<file path="src/verilog/recloser_ind_pkg.sv">
// Purpose: Shared types and constants for the recloser indication block.
// Assumes: One 40 MHz clock, asynchronous active-low reset.
// Notes:   Indications are level outputs, all registered.
package recloser_ind_pkg;

	localparam int unsigned REQ_COUNT  = 5;
	localparam int unsigned SHOT_COUNT = 5;

	// Mode of the recloser, held by the surrounding sequencer.
	typedef enum logic [1:0] {
		MODE_READY,
		MODE_RUNNING,
		MODE_INHIBIT,
		MODE_LOCKED
	} mode_e;

	// Timer phase reported by the sequencer.
	typedef enum logic [2:0] {
		PHASE_IDLE,
		PHASE_DEAD,
		PHASE_ARCING,
		PHASE_RECLAIM,
		PHASE_FINISHED,
		PHASE_LOCKOUT_DELAY
	} phase_e;

	typedef logic [2:0] shot_t;

	localparam shot_t SHOT_NONE = 3'h0;
	localparam logic [4:0] ONEHOT_RESET = 5'h00;
	localparam logic       IND_RESET    = 1'b0;

	// Request inputs, index 0 is the first and highest priority.
	typedef struct packed {
		logic reclose_request_fifth;
		logic reclose_request_fourth;
		logic reclose_request_third;
		logic reclose_request_second;
		logic reclose_request_first;
	} request_s;

	// Indication outputs of the recloser.
	typedef struct packed {
		logic       recloser_enabled_ind;
		logic       recloser_disabled_ind;
		logic       reclose_pending_ind;
		logic       running_mode_ind;
		logic       sequence_done_ind;
		logic       final_trip_ind;
		logic       dead_interval_ind;
		logic       arcing_interval_ind;
		logic       reclaim_interval_ind;
		logic       ready_mode_ind;
		logic       lockout_after_success_ind;
		logic       inhibit_mode_ind;
		logic       locked_mode_ind;
		logic [4:0] request_active_ind;
		logic [4:0] shot_active_ind;
	} indications_s;

	localparam indications_s IND_ALL_RESET = '0;

	// Turns a shot number 1..5 into a one-hot vector; zero or out of range gives none.
	function automatic logic [4:0] shot_onehot(input shot_t shot);
		logic [4:0] v;
		v = ONEHOT_RESET;
		if (shot >= 3'h1 && shot <= 3'h5) begin
			v[shot - 3'h1] = 1'b1;
		end
		return v;
	endfunction

endpackage

</file>
<file path="src/verilog/lockout_tracker.sv">
// Purpose: Tracks the post-success lockout condition.
// Assumes: Phase and fault inputs synchronous to the core clock.
// Notes:   Cleared only by manual reset.
`timescale 1ns/1ps
module lockout_tracker (
	input  wire logic                     i_core_clk,
	input  wire logic                     i_rstn,
	input  wire logic                     i_ce,
	input  wire recloser_ind_pkg::phase_e i_phase,
	input  wire logic                     i_fault,
	input  wire logic                     i_manual_reset,
	output logic                          o_lockout
);
	import recloser_ind_pkg::*;

	logic lockout_r;
	logic lockout_nxt;

	// A fault during the lock-out delay after a good sequence latches the lockout.
	// The set wins over a simultaneous manual reset so the event is not lost.
	always_comb begin
		lockout_nxt = lockout_r;
		if (i_manual_reset) begin
			lockout_nxt = 1'b0;
		end
		if (i_phase == PHASE_LOCKOUT_DELAY && i_fault) begin
			lockout_nxt = 1'b1;
		end
	end

	always_ff @(posedge i_core_clk or negedge i_rstn) begin
		if (!i_rstn) begin
			lockout_r <= IND_RESET;
		end else if (i_ce) begin
			lockout_r <= lockout_nxt;
		end
	end

	assign o_lockout = lockout_r;

endmodule

</file>
<file path="src/verilog/recloser_status_indications.sv">
// Purpose: Indication outputs of a feeder auto-reclosing function.
// Assumes: Mode, phase and shot number come from the recloser sequencer on the same clock.
// Notes:   Drives no breaker command; o_ind is registered, o_start_allowed is an AND of registered bits.
`timescale 1ns/1ps
module recloser_status_indications (
	input  wire logic                      i_core_clk,
	input  wire logic                      i_rstn,
	input  wire logic                      i_ce,
	input  wire logic                      i_function_enable,
	input  wire logic                      i_external_enable_select,
	input  wire logic                      i_external_on_off,
	input  wire logic                      i_critical_request,
	input  wire logic                      i_locking,
	input  wire logic                      i_manual_reset,
	input  wire logic                      i_fault,
	input  wire logic                      i_breaker_opened_by_ar,
	input  wire logic                      i_final_trip_done,
	input  wire recloser_ind_pkg::request_s i_req,
	input  wire recloser_ind_pkg::mode_e   i_mode,
	input  wire recloser_ind_pkg::phase_e  i_phase,
	input  wire recloser_ind_pkg::shot_t   i_shot,
	output logic                           o_start_allowed,
	output recloser_ind_pkg::indications_s o_ind
);
	import recloser_ind_pkg::*;

	////////////////////////////////////////////////////////////////////////////////
	// Request priority and post-success lockout.

	logic [4:0] grant;
	logic       lockout;

	request_priority u_prio (
		.i_req   (i_req),
		.o_grant (grant)
	);

	lockout_tracker u_lock (
		.i_core_clk     (i_core_clk),
		.i_rstn         (i_rstn),
		.i_ce           (i_ce),
		.i_phase        (i_phase),
		.i_fault        (i_fault),
		.i_manual_reset (i_manual_reset),
		.o_lockout      (lockout)
	);

	////////////////////////////////////////////////////////////////////////////////
	// Latched lock causes and the highest request granted during the current shot.

	logic       hold_lock_r;
	logic       hold_lock_nxt;
	logic [4:0] shot_req_r;
	logic [4:0] shot_req_nxt;
	logic       final_trip_r;
	logic       final_trip_nxt;

	// Locking and critical requests stay latched until a manual reset.
	// Set beats clear so a request in the reset cycle still locks.
	always_comb begin
		hold_lock_nxt = hold_lock_r;
		if (i_manual_reset) begin
			hold_lock_nxt = 1'b0;
		end
		if (i_locking || i_critical_request) begin
			hold_lock_nxt = 1'b1;
		end
	end

	// The winning request is captured when a shot starts and held until the shot ends,
	// but a later higher request replaces it while the shot is under way.
	always_comb begin
		shot_req_nxt = shot_req_r;
		if (i_mode != MODE_RUNNING || i_shot == SHOT_NONE) begin
			shot_req_nxt = ONEHOT_RESET;
		end else if (shot_req_r == ONEHOT_RESET || grant < shot_req_r && grant != ONEHOT_RESET) begin
			shot_req_nxt = grant;
		end
	end

	// Final trip stays shown until the function is re-armed.
	always_comb begin
		final_trip_nxt = final_trip_r;
		if (i_manual_reset || i_mode == MODE_READY) begin
			final_trip_nxt = 1'b0;
		end
		if (i_final_trip_done) begin
			final_trip_nxt = 1'b1;
		end
	end

	always_ff @(posedge i_core_clk or negedge i_rstn) begin
		if (!i_rstn) begin
			hold_lock_r  <= IND_RESET;
			shot_req_r   <= ONEHOT_RESET;
			final_trip_r <= IND_RESET;
		end else if (i_ce) begin
			hold_lock_r  <= hold_lock_nxt;
			shot_req_r   <= shot_req_nxt;
			final_trip_r <= final_trip_nxt;
		end
	end

	////////////////////////////////////////////////////////////////////////////////
	// Effective mode: any lock cause overrides the sequencer's own mode.

	mode_e eff_mode;

	always_comb begin
		eff_mode = i_mode;
		if (i_critical_request || hold_lock_r || lockout) begin
			eff_mode = MODE_LOCKED;
		end
	end

	////////////////////////////////////////////////////////////////////////////////
	// Indication registers.

	indications_s ind_r;
	indications_s ind_nxt;
	logic         enabled;

	always_comb begin
		enabled = i_function_enable && (!i_external_enable_select || i_external_on_off);
		ind_nxt = IND_ALL_RESET;
		ind_nxt.recloser_enabled_ind  = enabled;
		ind_nxt.recloser_disabled_ind = i_external_enable_select && !i_external_on_off;
		// One decoded mode keeps these four exclusive.
		ind_nxt.ready_mode_ind   = eff_mode == MODE_READY && enabled;
		ind_nxt.running_mode_ind = eff_mode == MODE_RUNNING;
		ind_nxt.inhibit_mode_ind = eff_mode == MODE_INHIBIT || (eff_mode == MODE_READY && !enabled);
		ind_nxt.locked_mode_ind  = eff_mode == MODE_LOCKED;
		if (eff_mode == MODE_RUNNING) begin
			ind_nxt.dead_interval_ind   = i_phase == PHASE_DEAD && i_breaker_opened_by_ar;
			ind_nxt.reclose_pending_ind = i_phase == PHASE_DEAD && i_breaker_opened_by_ar;
			ind_nxt.arcing_interval_ind = i_phase == PHASE_ARCING;
			ind_nxt.sequence_done_ind   = i_phase == PHASE_FINISHED;
			// One-hot shot and captured request keep at most one of each.
			ind_nxt.shot_active_ind     = shot_onehot(i_shot);
			ind_nxt.request_active_ind  = shot_req_nxt;
		end
		ind_nxt.reclaim_interval_ind = i_phase == PHASE_RECLAIM || i_phase == PHASE_FINISHED;
		ind_nxt.final_trip_ind       = final_trip_nxt;
		ind_nxt.lockout_after_success_ind = lockout;
	end

	always_ff @(posedge i_core_clk or negedge i_rstn) begin
		if (!i_rstn) begin
			ind_r <= IND_ALL_RESET;
		end else if (i_ce) begin
			ind_r <= ind_nxt;
		end
	end

	// Indications and the start permission leave the block; there is no breaker command port.
	assign o_ind = ind_r;

	// The sequencer must not start while locked out or not ready.
	assign o_start_allowed = ind_r.ready_mode_ind && !lockout;

endmodule

</file>
<file path="src/verilog/request_priority.sv">
// Purpose: Picks the highest-priority active reclose request.
// Assumes: Requests are synchronous to the core clock.
// Notes:   Purely combinational one-hot result.
`timescale 1ns/1ps
module request_priority (
	input  wire recloser_ind_pkg::request_s i_req,
	output logic [4:0]                      o_grant
);
	import recloser_ind_pkg::*;

	logic [4:0] req_vec;

	assign req_vec = i_req;

	// The first request beats every lower one.
	always_comb begin
		o_grant = ONEHOT_RESET;
		if (req_vec[0]) begin
			o_grant[0] = 1'b1;
		end else if (req_vec[1]) begin
			o_grant[1] = 1'b1;
		end else if (req_vec[2]) begin
			o_grant[2] = 1'b1;
		end else if (req_vec[3]) begin
			o_grant[3] = 1'b1;
		end else if (req_vec[4]) begin
			o_grant[4] = 1'b1;
		end
	end

endmodule
</file>
<file path="config.mk">
export PLATFORM = sky130hd
export DESIGN_NAME = recloser_status_indications
export DESIGN_NICKNAME = d
export VERILOG_FILES = /design/src/verilog/recloser_ind_pkg.sv /design/src/verilog/lockout_tracker.sv /design/src/verilog/recloser_status_indications.sv /design/src/verilog/request_priority.sv
export SDC_FILE = /design/constraint.sdc
export NUM_CORES = 1
export LEC_CHECK = 0
export BUFFER_PORTS_ARGS = -buffer_cell sky130_fd_sc_hd__clkbuf_2
export CORE_ASPECT_RATIO = 0.7
export CORE_UTILIZATION = 55
export CTS_CLUSTER_SIZE = 10
export DETAILED_ROUTE_END_ITERATION = 8
export HOLD_SLACK_MARGIN = 0.1
export PLACE_DENSITY = 0.91
export SYNTH_ARGS = -nofsm -noshare
export SYNTH_HDL_FRONTEND = slang
export SYNTH_HIERARCHICAL = 1
export SYNTH_SLANG_ARGS = --single-unit
</file>
<file path="constraint.sdc">
create_clock -name i_core_clk -period 4.9 [get_ports i_core_clk]
set_input_delay 0 -clock i_core_clk [delete_from_list [all_inputs] [get_ports i_core_clk]]
set_output_delay 0 -clock i_core_clk [all_outputs]
set_load 0.02 [all_outputs]
</file>
### After elaboration in Yosys (flattened, before gate mapping)

Index checks and enable logic that the tools add are counted.

| word-level totals | value |
|---|---|
| register bits | 30 |
| input bits | 25 |
| output and inout port bits | 24 |
| word-level logic and storage cells | 91 |

| cells by class | value |
|---|---|
| $add $sub $neg | 1 |
| order comparisons | 5 |
| eq/ne operators | 9 |
| muxes and demuxes | 24 |
| reduce and logical (&&, ||, !) cells | 34 |

Operators by type and width:

| kind | count |
|---|---|
| $mux W5 | 3 |
| $mux W1 | 14 |
| $logic_and A1 B1 Y1 | 10 |
| $mux W10 | 1 |
| $logic_or A1 B1 Y1 | 9 |
| $eq A3 B2 Y1 const B | 2 |
| $eq A3 B3 Y1 const B | 2 |
| $ge A3 B1 Y1 const B | 2 |
| $mux W2 | 3 |
| $reduce_and A2 Y1 | 3 |
| $reduce_bool A2 Y1 | 3 |
| $logic_not A5 Y1 | 1 |
| $lt A5 B5 Y1 | 1 |
| $reduce_bool A5 Y1 | 1 |
| $eq A2 B2 Y1 const B | 2 |
| $logic_not A1 Y1 | 4 |
| $logic_not A2 Y1 | 2 |
| $lt A3 B4 Y1 const B | 1 |
| $mux W4 | 1 |
| $demux W1 S3 | 1 |
| $eq A3 B1 Y1 const B | 1 |
| $le A3 B3 Y1 const B | 1 |
| $logic_not A3 Y1 | 1 |
| $mux W3 | 1 |
| 3 further kinds | 3 |

### Depth between registers and ports, before layout

| depth | value |
|---|---|
| depth after elaboration | 11 |
| mapped depth | 7 |
| depth with buffers taken out | 7 |

### By module

Netlist, hierarchy kept.

By module, submodules not included:

| module | instances | cells each | area an instance (um2) | seq. area each (um2) |
|---|---|---|---|---|
| recloser_status_indications | 1 | 139 | 1511.4 | 700.7 |
| request_priority | 1 | 6 | 57.6 | 0.0 |
| lockout_tracker | 1 | 4 | 47.5 | 25.0 |

### Worst setup path before layout

OpenSTA, ideal clock, no wires.

| timing | value |
|---|---|
| path type | register -> register |
| from | register shot_req_r[1] |
| to | register ind_r, in the netlist o_ind[6] |
| setup time | 0.126 ns |
| arrival time | 1.544 ns |
| data required time | 4.774 ns |
| slack | 3.230 ns |
| cell stages (with the launch flop) | 8 |
| path buffers | 0 |
| period minus slack after synthesis | 1.670 ns |
| path through | dfrtp_1 > inv_1 > ha_1 > o21ai_0 > o21a_4 > o21a_4 > nor2_4 > a221o_1 |

| on the way | value |
|---|---|
| word-level cells in the longest chain between the ends | 6 |
| elaborated cells on any way between the ends | 7 |
| those cells by class | order compare: 1; mux: 3; reduce/logical: 3 |

RTL lines:

| item | RTL line | RTL |
|---|---|---|
| start: declaration | recloser_status_indications.sv:53 | `logic [4:0] shot_req_r;` |
| start signal: assignment | recloser_status_indications.sv:99 | `shot_req_r <= shot_req_nxt;` |
| $lt A5 B5 Y1 | recloser_status_indications.sv:76 | `end else if (shot_req_r == ONEHOT_RESET \|\| grant < shot_req_r && grant != ONEHOT_RESET) begin` |
| $logic_and A1 B1 Y1 | recloser_status_indications.sv:76 |  |
| $logic_or A1 B1 Y1 | recloser_status_indications.sv:76 |  |
| $mux W5 (*) | recloser_status_indications.sv:76 |  |
| $mux W5 (*) | recloser_status_indications.sv:74 | `if (i_mode != MODE_RUNNING \|\| i_shot == SHOT_NONE) begin` |
| $mux W10 (*) | recloser_status_indications.sv:133 | `if (eff_mode == MODE_RUNNING) begin` |
| end signal: assignment | recloser_status_indications.sv:151 | `ind_r <= ind_nxt;` |
| end: declaration | recloser_status_indications.sv:119 | `indications_s ind_r;` |

Every way passes the cells marked *; elsewhere a longest branch is shown, timed or not.
A chain may end at the register's enable or synchronous reset.

### Worst setup path after layout

| timing | value |
|---|---|
| from | input port i_req[0] in the netlist's numbering |
| to | register ind_r, in the netlist o_ind[9] |

| on the way | value |
|---|---|
| word-level cells in the longest chain between the ends | 7 |
| elaborated cells on any way between the ends | 9 |
| those cells by class | order compare: 1; mux: 5; reduce/logical: 3 |

RTL lines:

| item | RTL line | RTL |
|---|---|---|
| start: declaration | recloser_status_indications.sv:18 | `input wire recloser_ind_pkg::request_s i_req,` |
| $mux W4 (*) | request_priority.sv:18 | `if (req_vec[0]) begin` |
| via grant[3] | recloser_status_indications.sv:30 | `logic [4:0] grant;` |
| $lt A5 B5 Y1 or $reduce_bool A5 Y1 (tied branches) | recloser_status_indications.sv:76 |  |
| $logic_and A1 B1 Y1 (*) | recloser_status_indications.sv:76 |  |
| $logic_or A1 B1 Y1 (*) | recloser_status_indications.sv:76 |  |
| $mux W5 (*) | recloser_status_indications.sv:76 |  |
| $mux W5 (*) | recloser_status_indications.sv:74 |  |
| $mux W10 (*) | recloser_status_indications.sv:133 |  |

Mark *: on every way through the listed nets, which the timed path passes. The rest lies on a longest branch.

==> run metrics <==
Congestion Overflow GR 0; row cnt 16; Finish-stage setup viols 0; slowest stage delay, CP 0.54 ns; Peak Freq 433 MHz; syn_nets 181; share of layout cells above drive strength 1 34.5%; Syn Inst Count 149; area leader, netlist dfrtp_1; TritonCTS Buffers 5; global-route track usage on met1 36.0%; r2r setup slk 2.87 ns; total clock sinks 29; Period minus WS final 2.31 ns; Max Cap Viol 0; layout net count 251; drt drc 0; Data arrival, critical path 2.46 ns; warnings from Yosys 6; cell family with most CP delay compound AO/OA/AOI/OAI gates; clk buf depth 2; Worst R2R End o_ind[18]; DP Wirelength 2.83 mm; post-synthesis register bit count 29; Critical Path RT 5.06 ns; Crit path buffers/inverters 2; area share of the largest cell type after synthesis 44.9%; Global Route Usage Sum 29.6%; Setup crit start kind primary input; CP Cell Sequence dlygate4sd3_1 > clkbuf_2 > nor4b_2 > ha_1 > o21ai_1 > o21a_4 > nor2_4 > a221o_1; area delta synth->final 34.8%; post-CTS sizing 0; commonest non-fill, non-tap cell in the layout clkbuf_2; first-pass GRT wire length 6.58 mm; setup tns final 0 ns; Leakage 1.03 nW; core footprint 2800 um2; CTS Root Cell clkbuf_8; RSZ-0062 raised after global routing false; H-tree levels 2; grt met2 use 47.7%; die area 3160 um2; Final period util 47.1%; Crit Path Category primary input to flop; Routed WL 4.32 mm; Post-Route Skew 0.00433 ns; RR Startpoint hold_lock_r; I/O Buffers 48; status finished, final reports clean; maximum number of pins on one net before global-route repair 30; Slew Limit Fails 0; Clock Latency Late Sink 0.28 ns; relative max-transition margin 51.5%; Crit. End Element flop; syn avg cell area 10.8 um2; Ant. Diodes 0; vias per cell 5.96; final core utilization 77.7%; initial antenna violation count 0; Die W 66.8 um; Initial Util 57.7%; Hold Path Sink o_ind[0]; GR peak layer met2; Yosys cell types 43; power per cell area 266 nW/um2; vias in the first global route 1,437; r2r worst-path depth 4; Die Ht 47.4 um; DR vias 1,526; hold wc startpoint i_shot[0]; Placer Congestion 0.976; main area contributors after synthesis dfrtp_1, ha_1, inv_1, a22o_1, o2bb2ai_1; critical path's slowest cell dlygate4sd3_1; post-synthesis sequential area ratio 44.9%; Antenna Nets Post-Route 0; DR iter-0 viols 106; Filler cells 176; most frequent cells in the layout clkbuf_2, dfrtp_1, dlygate4sd3_1, inv_1, nand2_1; global routing met3 resource utilization 7.52%; postcts setup bufs 0; post-DR wirelength/cell 16.9 um; worst slew pin tran 0.727 ns; drt pass-1 iters 6; Max Fanout on Critical Path 8; clock tree from TritonCTS built; synthesized area 1620 um2; Min-Delay Path Class primary input to flop; I/O pin total 49; final hold vios 0; maximum VDD drop 0.208 mV; hold path depth 3; Worst-path clk slew 0.06 ns
tightest hold or removal path: cells and delay by family:
family          cells  cell delay (ns)
compound gates      2             0.24
buf+inv             1             0.10
layer usage:
metal	part of all wire, %	wire (um)
met5	0	0
met1	39	1700
met2	48	2080
met3	8.6	370
met4	4.0	174
through the flow:
| stage | area, um2 | hold WS [ns] | instances | worst slack [ns] | power (mW) |
|---|---|---|---|---|---|
| after floorplan | 1620 | -0.296 | 149 | 3.23 | 0.319 |
| after global placement | 1870 | 0.0723 | 227 | 3.00 | 0.347 |
| after detailed placement | 1870 | 0.0810 | 227 | 2.89 | 0.353 |
| after CTS | 2180 | 0.105 | 256 | 2.62 | 0.578 |
| after global routing | 2180 | 0.130 | 256 | 2.47 | 0.600 |
| final | 2180 | 0.110 | 256 | 2.59 | 0.579 |
worst max-delay path by stage:
| stage | start | end | slack, ns | depth (start not counted) |
|---|---|---|---|---|
| after global routing | i_req[0] | o_ind[5] | 2.47 | 8 |
| after detailed placement | i_req[0] | o_ind[9] | 2.89 | 7 |
| after floorplan | shot_req_r[1] | o_ind[6] | 3.23 | 7 |
| after CTS | i_req[0] | o_ind[5] | 2.62 | 8 |
| final | i_req[0] | o_ind[9] | 2.59 | 8 |
| after global placement | i_req[0] | o_ind[7] | 3.00 | 7 |
cell families (layout without fill, tap and decap cells):
| kind of cell | count (synthesis) | in the layout | share of synthesized area, % |
|---|---|---|---|
| flops | 29 | 29 | 44.9 |
| buf+inv | 21 | 92 | 5.65 |
| xor+xnor | 2 | 2 | 1.08 |
| mux | 3 | 3 | 2.01 |
| simple gates | 45 | 45 | 17.1 |
| fa+ha+maj | 7 | 7 | 5.42 |
| compound gates | 42 | 42 | 23.8 |
flip-flops by register name (all words and copies together), names as in the netlist:
register	cells
hold_lock_r	1
o_ind	22
shot_req_r	5
u_lock/o_lockout	1
cell usage after synthesis, drive strengths merged:
cell type	n
nor4b	1
dfrtp	29
o21a	2
nor3	2
a22o	6
nor3b	2
mux2	2
o2111ai	2
nand2b	5
a21boi	1
o221ai	1
mux2i	1
nand3	3
a21oi	4
xor2	1
o32ai	4
nor2	9
nand2	13
xnor2	1
inv	15
o2bb2ai	6
o21ai	10
and4b	1
a211oi	1
clkbuf	2
a221o	5
and2b	1
ha	7
nor2b	6
nor4	2
buf	4
final cells by class:
| class | count | area (um2) | area share (%) |
|---|---|---|---|
| clock buffers | 7 | 96.3 | 4.42 |
| inverters | 15 | 56.3 | 2.58 |
| well taps | 36 | 45.0 | 2.07 |
| multi-input cells | 99 | 800 | 36.7 |
| repair buffers | 69 | 450 | 20.7 |
| clock inverters | 1 | 5.00 | 0.230 |
| flip-flops and latches | 29 | 726 | 33.3 |
power by group:
part	leakage, nW	switching, mW	internal [mW]
clock network	0.0542	0.0877	0.127
registers	0.389	0.00729	0.248
logic	0.587	0.0629	0.0462
total	1.03	0.158	0.421
what timing repair did:
item / CTS / global route
setup endpoints to repair: 0 / 0
hold buffers: 21 / 0
endpoints found under the hold margin: 41 / 0
No activity file was read; power rests on OpenSTA's default activity.
